[src/pkg/hpa_defines.svh]
`ifndef HPA_DEFINES_SVH
`define HPA_DEFINES_SVH

// Command opcodes
`define HPA_OP_RD_NATIVE     8'hf8
`define HPA_OP_RD_NATIVE_EXT 8'h27
`define HPA_OP_SET_MAX       8'hf9
`define HPA_OP_SET_MAX_EXT   8'h37

// Set Max subcommands in the feature field
`define HPA_FT_ADDR          8'h00
`define HPA_FT_SET_PW        8'h01
`define HPA_FT_LOCK          8'h02
`define HPA_FT_UNLOCK        8'h03
`define HPA_FT_FREEZE        8'h04

// Widths
`define HPA_LBA_W            48
`define HPA_LBA28_W          28
`define HPA_PW_W             32
`define HPA_ID_W             16
`define HPA_CNT_W            17

// Address limits and identify fields
`define HPA_LBA28_MAX        48'h0000_0fff_ffff
`define HPA_NATIVE_MAX       48'h0000_00c1_acff
`define HPA_ID_EXT_BIT       8

`endif

[src/pkg/hpa_pkg.sv]
`include "hpa_defines.svh"

package hpa_pkg;

   typedef struct packed {
      logic [7:0]              opcode;
      logic [7:0]              feature;
      logic [`HPA_LBA_W-1:0]   lba;
      logic                    volat;
      logic [`HPA_PW_W-1:0]    pw;
   } hpa_cmd_t;

   typedef struct packed {
      logic                    abort;
      logic [`HPA_LBA_W-1:0]   lba;
   } hpa_rsp_t;

   typedef struct packed {
      logic [`HPA_ID_W-1:0]    w83;
      logic [`HPA_ID_W-1:0]    w86;
      logic [`HPA_LBA_W-1:0]   max48;
      logic [`HPA_LBA28_W-1:0] cap28;
   } hpa_ident_t;

   typedef struct packed {
      logic set_pw;
      logic lock;
      logic unlock;
      logic freeze;
   } hpa_lock_ev_t;

   typedef enum logic [2:0] {
      HPA_OPEN  = 3'b001,
      HPA_GUARD = 3'b010,
      HPA_SEAL  = 3'b100
   } hpa_lock_t;

endpackage

[src/verilog/hpa_lock_fsm.sv]
`timescale 1ns/1ps
`default_nettype none

module hpa_lock_fsm
   import hpa_pkg::*;
(
   // Clock and reset
   input  wire logic         clk,
   input  wire logic         sys_rst,
   input  wire logic         ce,
   // Accepted events
   input  wire hpa_lock_ev_t ev,
   // State
   output var  hpa_lock_t    st_q,
   output var  logic         pw_set_q
);

   hpa_lock_t st_d;
   logic      pw_set_d;

   always_comb begin
      st_d     = st_q;
      pw_set_d = pw_set_q;
      unique case (st_q)
         HPA_OPEN: begin
            if (ev.set_pw) begin
               pw_set_d = 1'b1;
               st_d     = HPA_OPEN;
            end else if (ev.lock) begin
               st_d = HPA_GUARD;
            end else if (ev.freeze) begin
               st_d = HPA_SEAL;
            end
         end
         HPA_GUARD: begin
            if (ev.unlock) begin
               st_d = HPA_OPEN;
            end
         end
         HPA_SEAL: begin
            st_d = HPA_SEAL;
         end
         default: begin
            st_d = HPA_OPEN;
         end
      endcase
   end

   // Only power-on reset clears the lock state
   always_ff @(posedge clk or posedge sys_rst) begin
      if (sys_rst) begin
         st_q     <= HPA_OPEN;
         pw_set_q <= 1'b0;
      end else if (ce) begin
         st_q     <= st_d;
         pw_set_q <= pw_set_d;
      end
   end
endmodule

`default_nettype wire

[src/verilog/hpa_range_chk.sv]
`timescale 1ns/1ps
`default_nettype none
`include "hpa_defines.svh"

module hpa_range_chk #(
   parameter int W  = `HPA_LBA_W,
   parameter int CW = `HPA_CNT_W
) (
   // Clock and reset
   input  wire logic         clk,
   input  wire logic         sys_rst,
   input  wire logic         ce,
   // Request
   input  wire logic         req_valid,
   input  wire logic [W-1:0] lba,
   input  wire logic [CW-1:0] cnt,
   input  wire logic [W-1:0] max_lba,
   // Result
   output var  logic         done_q,
   output var  logic         ok_q
);

   logic [W:0] last;
   logic       done_d;
   logic       ok_d;

   always_comb begin
      last   = {1'b0, lba} + {{(W+1-CW){1'b0}}, cnt} - {{W{1'b0}}, 1'b1};
      done_d = req_valid;
      ok_d   = ok_q;
      if (req_valid) begin
         if (cnt == '0) begin
            ok_d = lba <= max_lba;
         end else begin
            ok_d = last <= {1'b0, max_lba};
         end
      end
   end

   always_ff @(posedge clk or posedge sys_rst) begin
      if (sys_rst) begin
         done_q <= 1'b0;
         ok_q   <= 1'b0;
      end else if (ce) begin
         done_q <= done_d;
         ok_q   <= ok_d;
      end
   end
endmodule

`default_nettype wire

[src/verilog/hpa_guard.sv]
// How it works
// - Read native returns native maximum, clamped to 28 bits
// - Set max applies volatile or nonvolatile
// - Blocks above maximum are refused
// - Reduced device looks like smaller device
// - Volatile maximum dropped on hard reset
// - Password kept until power cycle only
// - Password separate from security feature
// - Setting password enters open mode
// - Lock enters guarded, blocks set max except unlock
// - Unlock returns guarded to open mode
// - Freeze enters sealed, blocks every set max command
// - Identify words report extension support
// - Opcode 27h reads 48-bit native maximum
// - Identify capacity follows configured maximum
`timescale 1ns/1ps
`default_nettype none
`include "hpa_defines.svh"

module hpa_guard
   import hpa_pkg::*;
#(
   parameter logic [`HPA_LBA_W-1:0] NATIVE_MAX = `HPA_NATIVE_MAX
) (
   // Clock and reset
   input  wire logic                   clk,
   input  wire logic                   sys_rst,
   input  wire logic                   ce,
   // Device resets
   input  wire logic                   hard_rst,
   input  wire logic                   soft_rst,
   // Nonvolatile limit store
   input  wire logic [`HPA_LBA_W-1:0]  nv_max,
   output var  logic                   nv_wr_q,
   output var  logic [`HPA_LBA_W-1:0]  nv_wr_lba_q,
   // Command and response
   input  wire logic                   cmd_valid,
   input  wire hpa_cmd_t               cmd,
   output var  logic                   rsp_valid_q,
   output var  hpa_rsp_t               rsp_q,
   // Media access check
   input  wire logic                   acc_valid,
   input  wire logic [`HPA_LBA_W-1:0]  acc_lba,
   input  wire logic [`HPA_CNT_W-1:0]  acc_cnt,
   output var  logic                   acc_done_q,
   output var  logic                   acc_ok_q,
   // Identify and status
   output var  hpa_ident_t             ident_q,
   output var  hpa_lock_t              lock_st_q,
   output var  logic                   pw_set_q
);

   function automatic logic [`HPA_LBA_W-1:0] clamp28(
      input logic [`HPA_LBA_W-1:0] v);
      clamp28 = (v > `HPA_LBA28_MAX) ? `HPA_LBA28_MAX : v;
   endfunction

   logic                   ld_pend_q;
   logic                   ld_pend_d;
   logic [`HPA_LBA_W-1:0]  cur_max_q;
   logic [`HPA_LBA_W-1:0]  cur_max_d;
   logic [`HPA_LBA_W-1:0]  nv_lim_q;
   logic [`HPA_LBA_W-1:0]  nv_lim_d;
   logic [`HPA_PW_W-1:0]   pw_q;
   logic [`HPA_PW_W-1:0]   pw_d;
   logic                   nv_wr_d;
   logic [`HPA_LBA_W-1:0]  nv_wr_lba_d;
   logic                   rsp_valid_d;
   hpa_rsp_t               rsp_d;
   hpa_ident_t             ident_d;
   hpa_lock_ev_t           ev;
   logic                   fire;
   logic                   is_rn;
   logic                   is_rne;
   logic                   is_sm;
   logic                   is_sec;
   logic                   is_open;
   logic [`HPA_LBA_W-1:0]  new_max;
   logic                   sm_ok;
   logic [`HPA_LBA_W-1:0]  cap_v;

   // Command decode
   always_comb begin
      fire   = ce && cmd_valid && !ld_pend_q && !hard_rst;
      is_rn  = cmd.opcode == `HPA_OP_RD_NATIVE;
      is_rne = cmd.opcode == `HPA_OP_RD_NATIVE_EXT;
      is_sec = cmd.opcode == `HPA_OP_SET_MAX
               && cmd.feature != `HPA_FT_ADDR;
      is_sm  = cmd.opcode == `HPA_OP_SET_MAX_EXT
               || (cmd.opcode == `HPA_OP_SET_MAX
                   && cmd.feature == `HPA_FT_ADDR);
      is_open = lock_st_q == HPA_OPEN;
      if (cmd.opcode == `HPA_OP_SET_MAX_EXT) begin
         new_max = cmd.lba;
      end else begin
         new_max = {{(`HPA_LBA_W-`HPA_LBA28_W){1'b0}},
                    cmd.lba[`HPA_LBA28_W-1:0]};
      end
      sm_ok = fire && is_sm && is_open
              && new_max <= NATIVE_MAX;
   end

   // Lock events, each gated by the current mode
   always_comb begin
      ev        = '0;
      ev.set_pw = fire && is_sec && is_open
                  && cmd.feature == `HPA_FT_SET_PW;
      ev.lock   = fire && is_sec && is_open && pw_set_q
                  && cmd.feature == `HPA_FT_LOCK;
      ev.unlock = fire && is_sec && lock_st_q == HPA_GUARD
                  && cmd.feature == `HPA_FT_UNLOCK
                  && cmd.pw == pw_q;
      ev.freeze = fire && is_sec && is_open
                  && cmd.feature == `HPA_FT_FREEZE;
   end

   // Response
   always_comb begin
      rsp_valid_d = fire;
      rsp_d       = rsp_q;
      if (fire) begin
         rsp_d.abort = 1'b1;
         rsp_d.lba   = '0;
         if (is_rne) begin
            rsp_d.abort = 1'b0;
            rsp_d.lba   = NATIVE_MAX;
         end else if (is_rn) begin
            rsp_d.abort = 1'b0;
            rsp_d.lba   = clamp28(NATIVE_MAX);
         end else if (sm_ok) begin
            rsp_d.abort = 1'b0;
            rsp_d.lba   = new_max;
         end else if (ev != '0) begin
            rsp_d.abort = 1'b0;
         end
      end
   end

   // Limits and password
   always_comb begin
      ld_pend_d   = 1'b0;
      cur_max_d   = cur_max_q;
      nv_lim_d    = nv_lim_q;
      pw_d        = pw_q;
      nv_wr_d     = 1'b0;
      nv_wr_lba_d = nv_wr_lba_q;
      if (ld_pend_q) begin
         cur_max_d = nv_max;
         nv_lim_d  = nv_max;
      end else if (hard_rst) begin
         cur_max_d = nv_lim_q;
      end else if (sm_ok) begin
         cur_max_d = new_max;
         if (!cmd.volat) begin
            nv_lim_d    = new_max;
            nv_wr_d     = 1'b1;
            nv_wr_lba_d = new_max;
         end
      end
      if (ev.set_pw) begin
         pw_d = cmd.pw;
      end
   end

   // Identify fields
   always_comb begin
      ident_d       = '0;
      cap_v         = clamp28(cur_max_q + {{(`HPA_LBA_W-1){1'b0}}, 1'b1});
      ident_d.w83[`HPA_ID_EXT_BIT] = 1'b1;
      ident_d.w86[`HPA_ID_EXT_BIT] = pw_set_q;
      ident_d.max48 = cur_max_q;
      ident_d.cap28 = cap_v[`HPA_LBA28_W-1:0];
   end

   // Soft and hard reset leave the password alone
   always_ff @(posedge clk or posedge sys_rst) begin
      if (sys_rst) begin
         ld_pend_q   <= 1'b1;
         cur_max_q   <= '0;
         nv_lim_q    <= '0;
         pw_q        <= '0;
         nv_wr_q     <= 1'b0;
         nv_wr_lba_q <= '0;
         rsp_valid_q <= 1'b0;
         rsp_q       <= '0;
         ident_q     <= '0;
      end else if (ce) begin
         ld_pend_q   <= ld_pend_d;
         cur_max_q   <= cur_max_d;
         nv_lim_q    <= nv_lim_d;
         pw_q        <= pw_d;
         nv_wr_q     <= nv_wr_d;
         nv_wr_lba_q <= nv_wr_lba_d;
         rsp_valid_q <= rsp_valid_d;
         rsp_q       <= rsp_d;
         ident_q     <= ident_d;
      end
   end

   hpa_lock_fsm u_lock (
      .clk      (clk),
      .sys_rst  (sys_rst),
      .ce       (ce),
      .ev       (ev),
      .st_q     (lock_st_q),
      .pw_set_q (pw_set_q)
   );

   hpa_range_chk #(
      .W  (`HPA_LBA_W),
      .CW (`HPA_CNT_W)
   ) u_range (
      .clk       (clk),
      .sys_rst   (sys_rst),
      .ce        (ce),
      .req_valid (acc_valid),
      .lba       (acc_lba),
      .cnt       (acc_cnt),
      .max_lba   (cur_max_q),
      .done_q    (acc_done_q),
      .ok_q      (acc_ok_q)
   );
endmodule

`default_nettype wire

[config.mk]
export PLATFORM = sky130hd
export DESIGN_NAME = hpa_guard
export DESIGN_NICKNAME = d
export VERILOG_FILES = /design/src/pkg/hpa_pkg.sv /design/src/verilog/hpa_lock_fsm.sv /design/src/verilog/hpa_range_chk.sv /design/src/verilog/hpa_guard.sv
export VERILOG_INCLUDE_DIRS = /design/src /design/src/pkg
export SDC_FILE = /design/constraint.sdc
export NUM_CORES = 1
export LEC_CHECK = 0
export BUFFER_PORTS_ARGS = -buffer_cell sky130_fd_sc_hd__buf_2
export CORE_ASPECT_RATIO = 1.2
export CORE_MARGIN = 3
export CORE_UTILIZATION = 56
export DETAILED_ROUTE_END_ITERATION = 7
export PLACE_DENSITY = 0.82
export SETUP_SLACK_MARGIN = 0.2
export SLEW_MARGIN = 5
export SYNTH_ARGS = -nofsm -noshare
export SYNTH_HDL_FRONTEND = slang
export SYNTH_SLANG_ARGS = --single-unit
[constraint.sdc]
create_clock -name clk -period 12.7 [get_ports clk]
set_clock_uncertainty 0.15 [all_clocks]
set_input_delay 2.54 -clock clk [delete_from_list [all_inputs] [get_ports clk]]
set_output_delay 2.54 -clock clk [all_outputs]
set_load 0.005 [all_outputs]
# ---- After elaboration in Yosys (flattened, before gate mapping)
# Index checks and enable logic that the tools add are counted.
dict set report classes {
  n_reduce_logical 34
  bitwise_logic 3
  n_mux 24
  mul 0
  magnitude_cmp 4
  n_shift 0
  div 0
  addsub 3
  n_eq_ne 16
}
# operator count
set op_table {}
lappend op_table {{$mux W48} 9}
lappend op_table {{$mux W49} 2}
lappend op_table {{$add A48 B17 Y49} 1}
lappend op_table {{$le A49 B48 Y1} 1}
lappend op_table {{$sub A49 B1 Y49 const B} 1}
lappend op_table {{$add A48 B1 Y48 const B} 1}
lappend op_table {{$gt A48 B28 Y1 const B} 1}
lappend op_table {{$le A48 B24 Y1 const B} 1}
lappend op_table {{$le A48 B48 Y1} 1}
lappend op_table {{$eq A32 B32 Y1} 1}
lappend op_table {{$mux W28} 1}
lappend op_table {{$logic_and A1 B1 Y1} 17}
lappend op_table {{$logic_not A17 Y1} 1}
lappend op_table {{$eq A8 B2 Y1 const B} 2}
lappend op_table {{$eq A8 B6 Y1 const B} 2}
lappend op_table {{$eq A8 B8 Y1 const B} 2}
lappend op_table {{$mux W3} 4}
lappend op_table {{$pmux W3 S3} 1}
lappend op_table {{$eq A8 B1 Y1 const B} 1}
lappend op_table {{$eq A8 B3 Y1 const B} 1}
lappend op_table {{$logic_not A8 Y1} 1}
lappend op_table {{$reduce_and A2 Y1} 4}
lappend op_table {{$reduce_bool A8 Y1} 1}
lappend op_table {{$mux W1} 7}
lappend op_table {{other kinds (15)} 20}
dict set report totals {
  n_memories 0
  out_inout_bits 213
  mem_bits_rw 0
  word_cells 101
  register_bits 312
  inputBits 217
  latchBits 0
  romBits 0
}

# ---- Depth between registers and ports, before layout
# Gate-level depths: netlist of run 1.
dict set report logic_depth {
  depth_word 12
  mapped_depth 23
  ltp_nobuf 23
}

# ---- Modules after synthesis
# Synthesis of run 1 repeated with hierarchy kept, for this count alone.
dict set report hier_totals {
  cells_unflattened 2219
  hier_area_um2 20414.6
}
# module n_inst cells_each area_each_um2 seq_area_each_um2
set modules_own_cells {}
lappend modules_own_cells {hpa_guard 1 1411 14665.3 7658.6}
lappend modules_own_cells {hpa_range_chk 1 787 5536.6 50.0}
lappend modules_own_cells {hpa_lock_fsm 1 21 212.7 101.3}

# ---- Worst setup path before layout of run 1
# OpenSTA, ideal clock, no wires.
dict set report synth_path {
  kind {input to register}
  from {input port acc_lba[1]}
  to {register u_range.ok_q}
  t_arrival_ps 7060
  setup_slack_ps 5395
  path_buffers 0
  cell_stages 23
  t_required_ps 12455
  cell_sequence {inv_1 > ha_1 > inv_1 > ha_1 > fa_1 > a211oi_1 > o21ai_0 > a21oi_1 > o31ai_1 > a211oi_1 > o21ai_0 > a31oi_1 > o31ai_1 > xnor2_1 > ha_1 > a21o_1 > a21o_1 > a221oi_1 > o21ai_0 > a211o_1 > a211o_1 > a21o_1 > o31ai_1}
}
dict set report synth_via {
  elab_chain_len 4
  elab_cells_between_ends 5
  cone_classes {add/sub: 2; order compare: 2; mux: 1}
}
# item line_no
set synth_lines {}
lappend synth_lines {{start: declaration} hpa_guard.sv:43} ;# input wire logic [`HPA_LBA_W-1:0] acc_lba,
lappend synth_lines {{$add A48 B17 Y49} hpa_range_chk.sv:28} ;# last = {1'b0, lba} + {{(W+1-CW){1'b0}}, cnt} - {{W{1'b0}}, 1'b1};
lappend synth_lines {{$sub A49 B1 Y49} hpa_range_chk.sv:28}
lappend synth_lines {{$le A49 B48 Y1} hpa_range_chk.sv:35} ;# ok_d = last <= {1'b0, max_lba};
lappend synth_lines {{$mux W1 (*)} hpa_range_chk.sv:32} ;# if (cnt == '0) begin
lappend synth_lines {{end signal: assignment} hpa_range_chk.sv:46} ;# ok_q <= ok_d;
lappend synth_lines {{end: declaration} hpa_range_chk.sv:20} ;# output var logic ok_q
# Every way passes the cells marked *; elsewhere a longest branch is shown, timed or not.
# A chain may end at the register's enable or synchronous reset.

# ---- Final worst setup path of run 1
# Ends and elaborated chain as after synthesis.

==> results of run 1 <==
## where the power goes
part           internal, µW  switching [µW]  total (µW)
combinational           234             317         551
sequential             1040            42.3        1080
clock                   484             364         848
## cells by family (layout without fill, tap and decap cells)
group                      Yosys count  after routing  share of synthesized area, %
muxes                              184            184                         10.03
buffers and inverters              282            623                         6.186
and+or+nand+nor                    600            600                         14.64
xor gates and xnor gates            99             99                         4.406
adders and majority gates          163            163                         10.40
other                                1             40                       0.01905
DFF                                312            312                         39.68
AOI/OAI and AO/OA                  488            488                         14.64
## per-layer routing
metal / part of all wire [%] / vias to the layer above / global-route usage [%] / routed length, µm
li1: - / 8081 / - / -
met4: 4.2 / 4 / 12.30 / 2377
met3: 7.2 / 123 / 4.808 / 4129
met2: 49 / 637 / 51.60 / 28100
met5: 0.047 / - / 0 / 27
met1: 40 / 8132 / 37.35 / 22620
## how the worst max path moves through the flow
stage                          start                  endpoint  slack (ns)
after floorplan              sys_rst  cur_max_q[0]$_DFFE_PP0P_        1.38
after global placement    acc_lba[1]  u_range.ok_q$_DFFE_PP0P_        4.38
after detailed placement  acc_lba[1]  u_range.ok_q$_DFFE_PP0P_        4.34
after CTS                 acc_lba[1]  u_range.ok_q$_DFFE_PP0P_        4.88
after global routing      acc_lba[1]  u_range.ok_q$_DFFE_PP0P_        4.46
final                     acc_lba[1]  u_range.ok_q$_DFFE_PP0P_        4.75
## state kept, by name (all words and copies together) (netlist names)
name,flops
rsp_q,49
u_range.done_q,1
rsp_valid_q,1
u_lock.st_q,3
ident_q,78
pw_q,32
nv_lim_q,48
cur_max_q,48
nv_wr_q,1
nv_wr_lba_q,48
ld_pend_q,1
u_lock.pw_set_q,1
u_range.ok_q,1
## cell type report
type                    count  share of cell area (%)
multi-input cells        1564                   47.33
repair buffers            411                   9.212
inverters                 162                   2.695
clock inverters            10                  0.5641
well taps                 456                   2.498
clock buffers              40                   3.390
flip-flops and latches    312                   34.20
diodes                     10                  0.1095
## Yosys cell counts (all sizes together), types with 7 or more instances
library cell / instances / area share, %
a211oi: 13 / 0.50
o21ai: 163 / 4.1
a21oi: 168 / 4.3
a22o: 9 / 0.40
nand4: 34 / 1.1
o31ai: 7 / 0.27
mux2: 105 / 6.0
xor2: 31 / 1.4
inv: 162 / 3.1
dfrtp: 310 / 39
mux2i: 79 / 4.0
nor2: 152 / 2.9
o21a: 9 / 0.34
ha: 162 / 10
or3: 10 / 0.32
xnor2: 68 / 3.0
nor4: 28 / 1.0
buf: 57 / 1.9
nand3: 38 / 0.97
a21o: 53 / 2.0
a31oi: 15 / 0.48
nor2b: 33 / 1.0
o21bai: 9 / 0.34
clkbuf: 63 / 1.2
nand2: 204 / 3.9
and4: 14 / 0.64
and2: 28 / 0.89
nor3: 32 / 0.86
and3: 9 / 0.32
## worst min-delay path, stage by stage, from the launching register on
cell	delay [ns]
dfrtp_1	0.34
nand2_1	0.04
o21ai_0	0.06
## cell usage in the layout (no fill, tap or decap), types with 68 or more instances in the layout
cell	instances
buf_2	397
dfrtp_1	310
nand2_1	204
a21oi_1	165
ha_1	162
inv_1	161
o21ai_0	160
nor2_1	151
mux2_2	105
mux2i_1	79
xnor2_1	68
## stage by stage
step / setup WS (ns) / instances / util [%] / instance area (µm²)
finish: 4.753 / 2965 / 66.50 / 22840
global route: 4.458 / 2965 / 66.50 / 22840
detailed placement: 4.338 / 2905 / 63.80 / 21920
global placement: 4.378 / 2905 / 63.80 / 21920
floorplan: 1.384 / 2158 / - / 19790
CTS: 4.877 / 2955 / 66.43 / 22820
==> metrics, run 1 <==
status completed; Congestion Overflow GR 0; Tot GR Track Use 29.86%; Worst-Margin Slew 0.9997 ns; Crit Path Category in2reg; CP Cell Sequence buf_2 > inv_1 > ha_1 > inv_1 > ha_1 > fa_1 > a211oi_1 > o21ai_0 > a21oi_1 > o31ai_1 > a211oi_1 > o21ai_0 > a31oi_1 > o31ai_1 > xnor2_1 > ha_1 > a21o_1 > a21o_1 > a221oi_1 > o21ai_0 > a211o_1 > a211o_1 > a21o_1 > o31ai_1; max frequency 125.8 MHz; Ys Warns 0; area of the multi-input gates about 11000 µm²; Critical R2R Capture cur_max_q[3]$_DFFE_PP0P_; share of flip-flops with an asynchronous set or reset 100.0%; largest net degree at the start of global routing ~170; Crit path required time 12.98 ns; Reg area 7814 µm²; CTS sink cnt about 310; antenna violations before repair 12; RSZ-0062 raised after global routing false; Synth Flop Type dfrtp_1; Final min period about 7.9 ns; final setup vio count 0; crit path buf inv count 3; crit-path max FO 6; Initial Util between 50 and 60%; R2R Path Start ld_pend_q$_DFFE_PP1P_; Vias/cell approximately 5.7; fin nets 2858; R2R setup slack 8.53 ns; CP delay by family, top compound AO/OA/AOI/OAI gates; hold-fix buffers at CTS 0; Worst R2R Path Depth 8; First-pass DRT Iterations 8; routability cong. around 0.92; post-DR wirelength/cell about 19 µm; post-synth cell types 74; leakage power approximately 0.012 µW; Area growth syn-to-layout 16.07%; setup tns final 0 ns; Final period util 62.58%; Setup crit start kind input port; Resized Gates After CTS 0; Post-synth EDFFs 0; cts bufs inserted 27; clk buf depth 3; Final Hold Fails 0; CP max-delay cell a31oi_1; crit-path max cell delay about 0.54 ns; worst rel slew slack 33.35%; H-Tree Level Count 1; Worst Setup End Kind flop; clk root buf clkbuf_16; vias in the first global route ~17000; I/O pin total 430; via count between 15000 and 20000; Hold Startpoint nv_lim_q[19]$_DFFE_PP0P_; Worst-Skew Late Latency about 0.55 ns; final WL 57250 µm; Slew Viols, Final 0; Hold WC Path Type reg2reg; die area approximately 37000 µm²; DIE HEIGHT between 200 and 250 µm; WHS 0.3322 ns; PD cells between 100 and 150 nW/µm²; critical path depth 24; # fillers about 2700; Site Rows 74; Port-buffer cells 398; FF+latch count, synth between 300 and 400; initial DRC count roughly 1100; layout cells sized above 1 approximately a quarter; Power Total around 2500 µW; clk slew on worst S/H paths about 0.070 ns; dpl hpwl between 40000 and 50000 µm; synthesized cell area around 20000 µm²; Post CTS Setup Buffer Count 0; max-cap violations 0; VDD IR max roughly 0.12 mV; core area 34350 µm²; Gate Count Post-Synth around 2100; Hold Crit Depth 2; Die X ~180 µm; CTS tree done; register area share after synthesis between 30% and 40%; Post-Syn Area per Cell around 9 µm²; Final ANT Viol Nets 0; Hold Path End nv_lim_q[19]$_DFFE_PP0P_; # DRC 0; first-pass GRT wire length roughly 89000 µm; WP data arrival about 8 ns
(Power assumes the default switching activity.)
==> inputs of run 2 (changes only) <==
Settings changed: ABC_AREA from default to 1, CORE_UTILIZATION 56 to 51, PLACE_DENSITY 0.82 to 0.78.
Clock period 12.7 ns to 7.1 ns, I/O delays scaled along.
==> run 2 against run 1 <==
  * Final cell count increased by 25%
  * Setup slack got worse by 3.2 ns
  * Via count increased by 19%
  * Combinational power increased to 2.6 times the previous value
  * Sequential share of layout area decreased by 2.4 points
  * Synthesized cell count increased by 30%
  * Largest power group unchanged
  * Global-route usage increased by 0.83 points
  * First-iteration DRC count increased by 28%
  * Sequential power increased by 90%
==> metrics, run 2 <==
Port-buffer cells about 400; Worst-Skew Late Latency 0.54 ns; Synth area leaders dfrtp_1, nand2_1, ha_1; Compound-Gate Fraction of Synth Area between 10% and 20%; FF+latch count, synth about 310; Int Power 3649 µW; max reg flops 78; Area growth syn-to-layout 16.69%; most frequent CP cell nand2_1; Ys Warns 0; largest family of logic cells by synthesized area simple AND/OR/NAND/NOR gates; switching share of total power about a third; max frequency approximately 180 MHz; portion of total power attributed to the clock network a little over a third; routability cong. between 0.9 and 1; DP Area between 20000 and 25000 µm²; Seq pwr share around 38%; vias in the first global route about 20000; I/O pin total 430; clk buf depth 3; Congestion Overflow GR 0; Resized Gates After CTS 0; Site Rows 80; most frequent cells in the layout nand2_1, buf_2, dfrtp_1; share of flip-flops with an asynchronous set or reset between 90% and 100%; # fillers about 3600; register area share after synthesis a little under two fifths; Final period util 78.03%; Slew Viols, Final 0; layout cells sized above 1 18.64%; final WL about 69000 µm; Final min period around 5.5 ns; antenna violations before repair 19; VDD IR max roughly 0.21 mV; worst rel slew slack 18.74%; synth cell count leaders nand2_1, dfrtp_1, inv_1; Yosys top cell by area dfrtp_1; first-pass GRT wire length ~110000 µm; Hold WC Path Type reg2reg; leakage power ~0.012 µW; post-synth top area share a little under two fifths; crit-path max FO 3; CP max-delay cell or4_1; Post-Syn Area per Cell around 7.6 µm²; Vias/cell 5.460; Synth Flop Type dfrtp_1; post-synth cell types 66; mux contribution to synthesized area less than 1%; RSZ-0062 raised after global routing false; Die X approximately 190 µm; status completed; hold-fix buffers at CTS 0; Final Hold Fails 0; Largest Register ident_q; synthesized cell area 21050 µm²; Worst Setup End Kind flop; final setup vio count 0; Post-synth EDFFs 0; cts bufs inserted 34; Crit path required time approximately 7.4 ns; die area approximately 44000 µm²; via count 20163; CTS sink cnt approximately 310; most common cell after layout, fill and taps aside nand2_1; crit-path max cell delay 0.47 ns; Setup crit start kind input port; Worst-Margin Slew about 1.2 ns; Design Area, Final between 20000 and 25000 µm²; Tot GR Track Use 30.70%; max-cap violations 0; Post-Synth XOR/XNOR Area roughly 3.4%; cell with the most instances after synthesis nand2_1; Final ANT Viol Nets 0; initial DRC count about 1400; switching power between 1500 and 2000 µW; Post CTS Setup Buffer Count 0; clk slew on worst S/H paths about 0.060 ns; Synth Area in Adders under 10%; post-DR wirelength/cell 18.57 µm; Gate Count Post-Synth 2766; WP data arrival just under 6 ns; core area around 40000 µm²; fin nets 3503; largest net degree at the start of global routing roughly 180; PD cells 221.9 nW/µm²; Post-Synth Simple-Gate Area between 20% and 30%; clk root buf clkbuf_16; Initial Util roughly 52%; Comb pwr share a little over a quarter; H-Tree Level Count 2; DIE HEIGHT roughly 230 µm; First-pass DRT Iterations 6; dpl hpwl approximately 55000 µm; # DRC 0; setup tns final 0 ns; Crit Path Category in2reg; CTS tree done; Largest regs ident_q: 78 flops, rsp_q: 49 flops
-- run 2: changes by cell type after synthesis, moves of 40 or more --
| cell | delta |
|---|---|
| a21oi_1 | +40 |
| nor2_1 | +119 |
| mux2i_1 | -79 |
| nand2_1 | +431 |
| a21o_1 | -48 |
| o21ai_1 | +41 |
| inv_1 | +143 |
| xnor2_1 | -44 |
| o21a_1 | +42 |
| mux2_2 | -102 |
-- run 2: metrics by stage --
step,setup WS [ns],power (µW),util (%),hold slack [ns],std cells
2_1_floorplan,1.377,3001,-,0.3034,2795
3_3_place_gp,1.182,3476,57.85,0.2940,3620
3_5_place_dp,1.104,3519,57.85,0.2968,3620
4_1_cts,1.634,5475,60.97,0.3135,3682
5_1_grt,1.217,5741,61.01,0.3365,3689
6_report,1.560,5451,61.04,0.3100,3693
-- run 2: critical path: cells and delay by family --
kind | cells | cell delay (ns)
fa+ha+maj | 4 | 1.23
simple gates | 12 | 1.53
compound gates | 4 | 1.25
buf+inv | 4 | 0.23
xor+xnor | 1 | 0.17
-- run 2: cells by family after synthesis --
logic type / after synthesis
AND/OR/NAND/NOR: 1180
AO/OA/AOI/OAI: 575
buffers and inverters: 451
flip-flops: 312
adder cells (fa/ha/maj): 163
XOR/XNOR: 81
multiplexers: 3
other: 1
-- run 2: area by class of cell --
cell class / count / area (µm²) / area share (%)
sequential: 312 / 7810 / 31.80
inverter: 336 / 1266 / 5.156
timing repair buffer: 407 / 2085 / 8.487
clock inverter: 13 / 225.2 / 0.9170
tap: 533 / 666.9 / 2.715
multi-input combinational: 2032 / 11450 / 46.62
clock buffer: 49 / 1028 / 4.188
antenna: 11 / 27.53 / 0.1121
-- run 2: power by group through the flow --
| stage | clock network [µW] | registers, µW | logic (µW) |
|---|---|---|---|
| after floorplan | 0 | 2050 | 949 |
| after global placement | 0 | 2070 | 1400 |
| after detailed placement | 0 | 2080 | 1440 |
| after CTS | 1980 | 2050 | 1450 |
| after global routing | 2050 | 2070 | 1620 |
| final | 1950 | 2050 | 1450 |
-- run 2: final timing paths --
kind,startpoint,endpoint,slack [ns],depth (start not counted)
setup / recovery,acc_cnt[1],u_range.ok_q$_DFFE_PP0P_,1.56,25
hold / removal,rsp_q[35]$_DFFE_PP0P_,rsp_q[35]$_DFFE_PP0P_,0.31,2
setup reg to reg,ld_pend_q$_DFFE_PP1P_,nv_lim_q[46]$_DFFE_PP0P_,2.52,12
hold reg to reg,rsp_q[35]$_DFFE_PP0P_,rsp_q[35]$_DFFE_PP0P_,0.31,2
max in group asynchronous,sys_rst,ident_q[71]$_DFFE_PP0P_,4.94,3
min in group asynchronous,sys_rst,nv_wr_lba_q[0]$_DFFE_PP0P_,0.94,3
-- run 2: metal layers --
metal | GRT usage [%] | up-vias | wire (µm) | part of all wire, %
met5 | 0 | - | 99 | 0.14
met4 | 11.68 | 14 | 2851 | 4.2
met3 | 6.136 | 153 | 4575 | 6.7
met2 | 52.86 | 706 | 33330 | 49
met1 | 37.78 | 9477 | 27740 | 40
li1 | - | 9813 | - | -
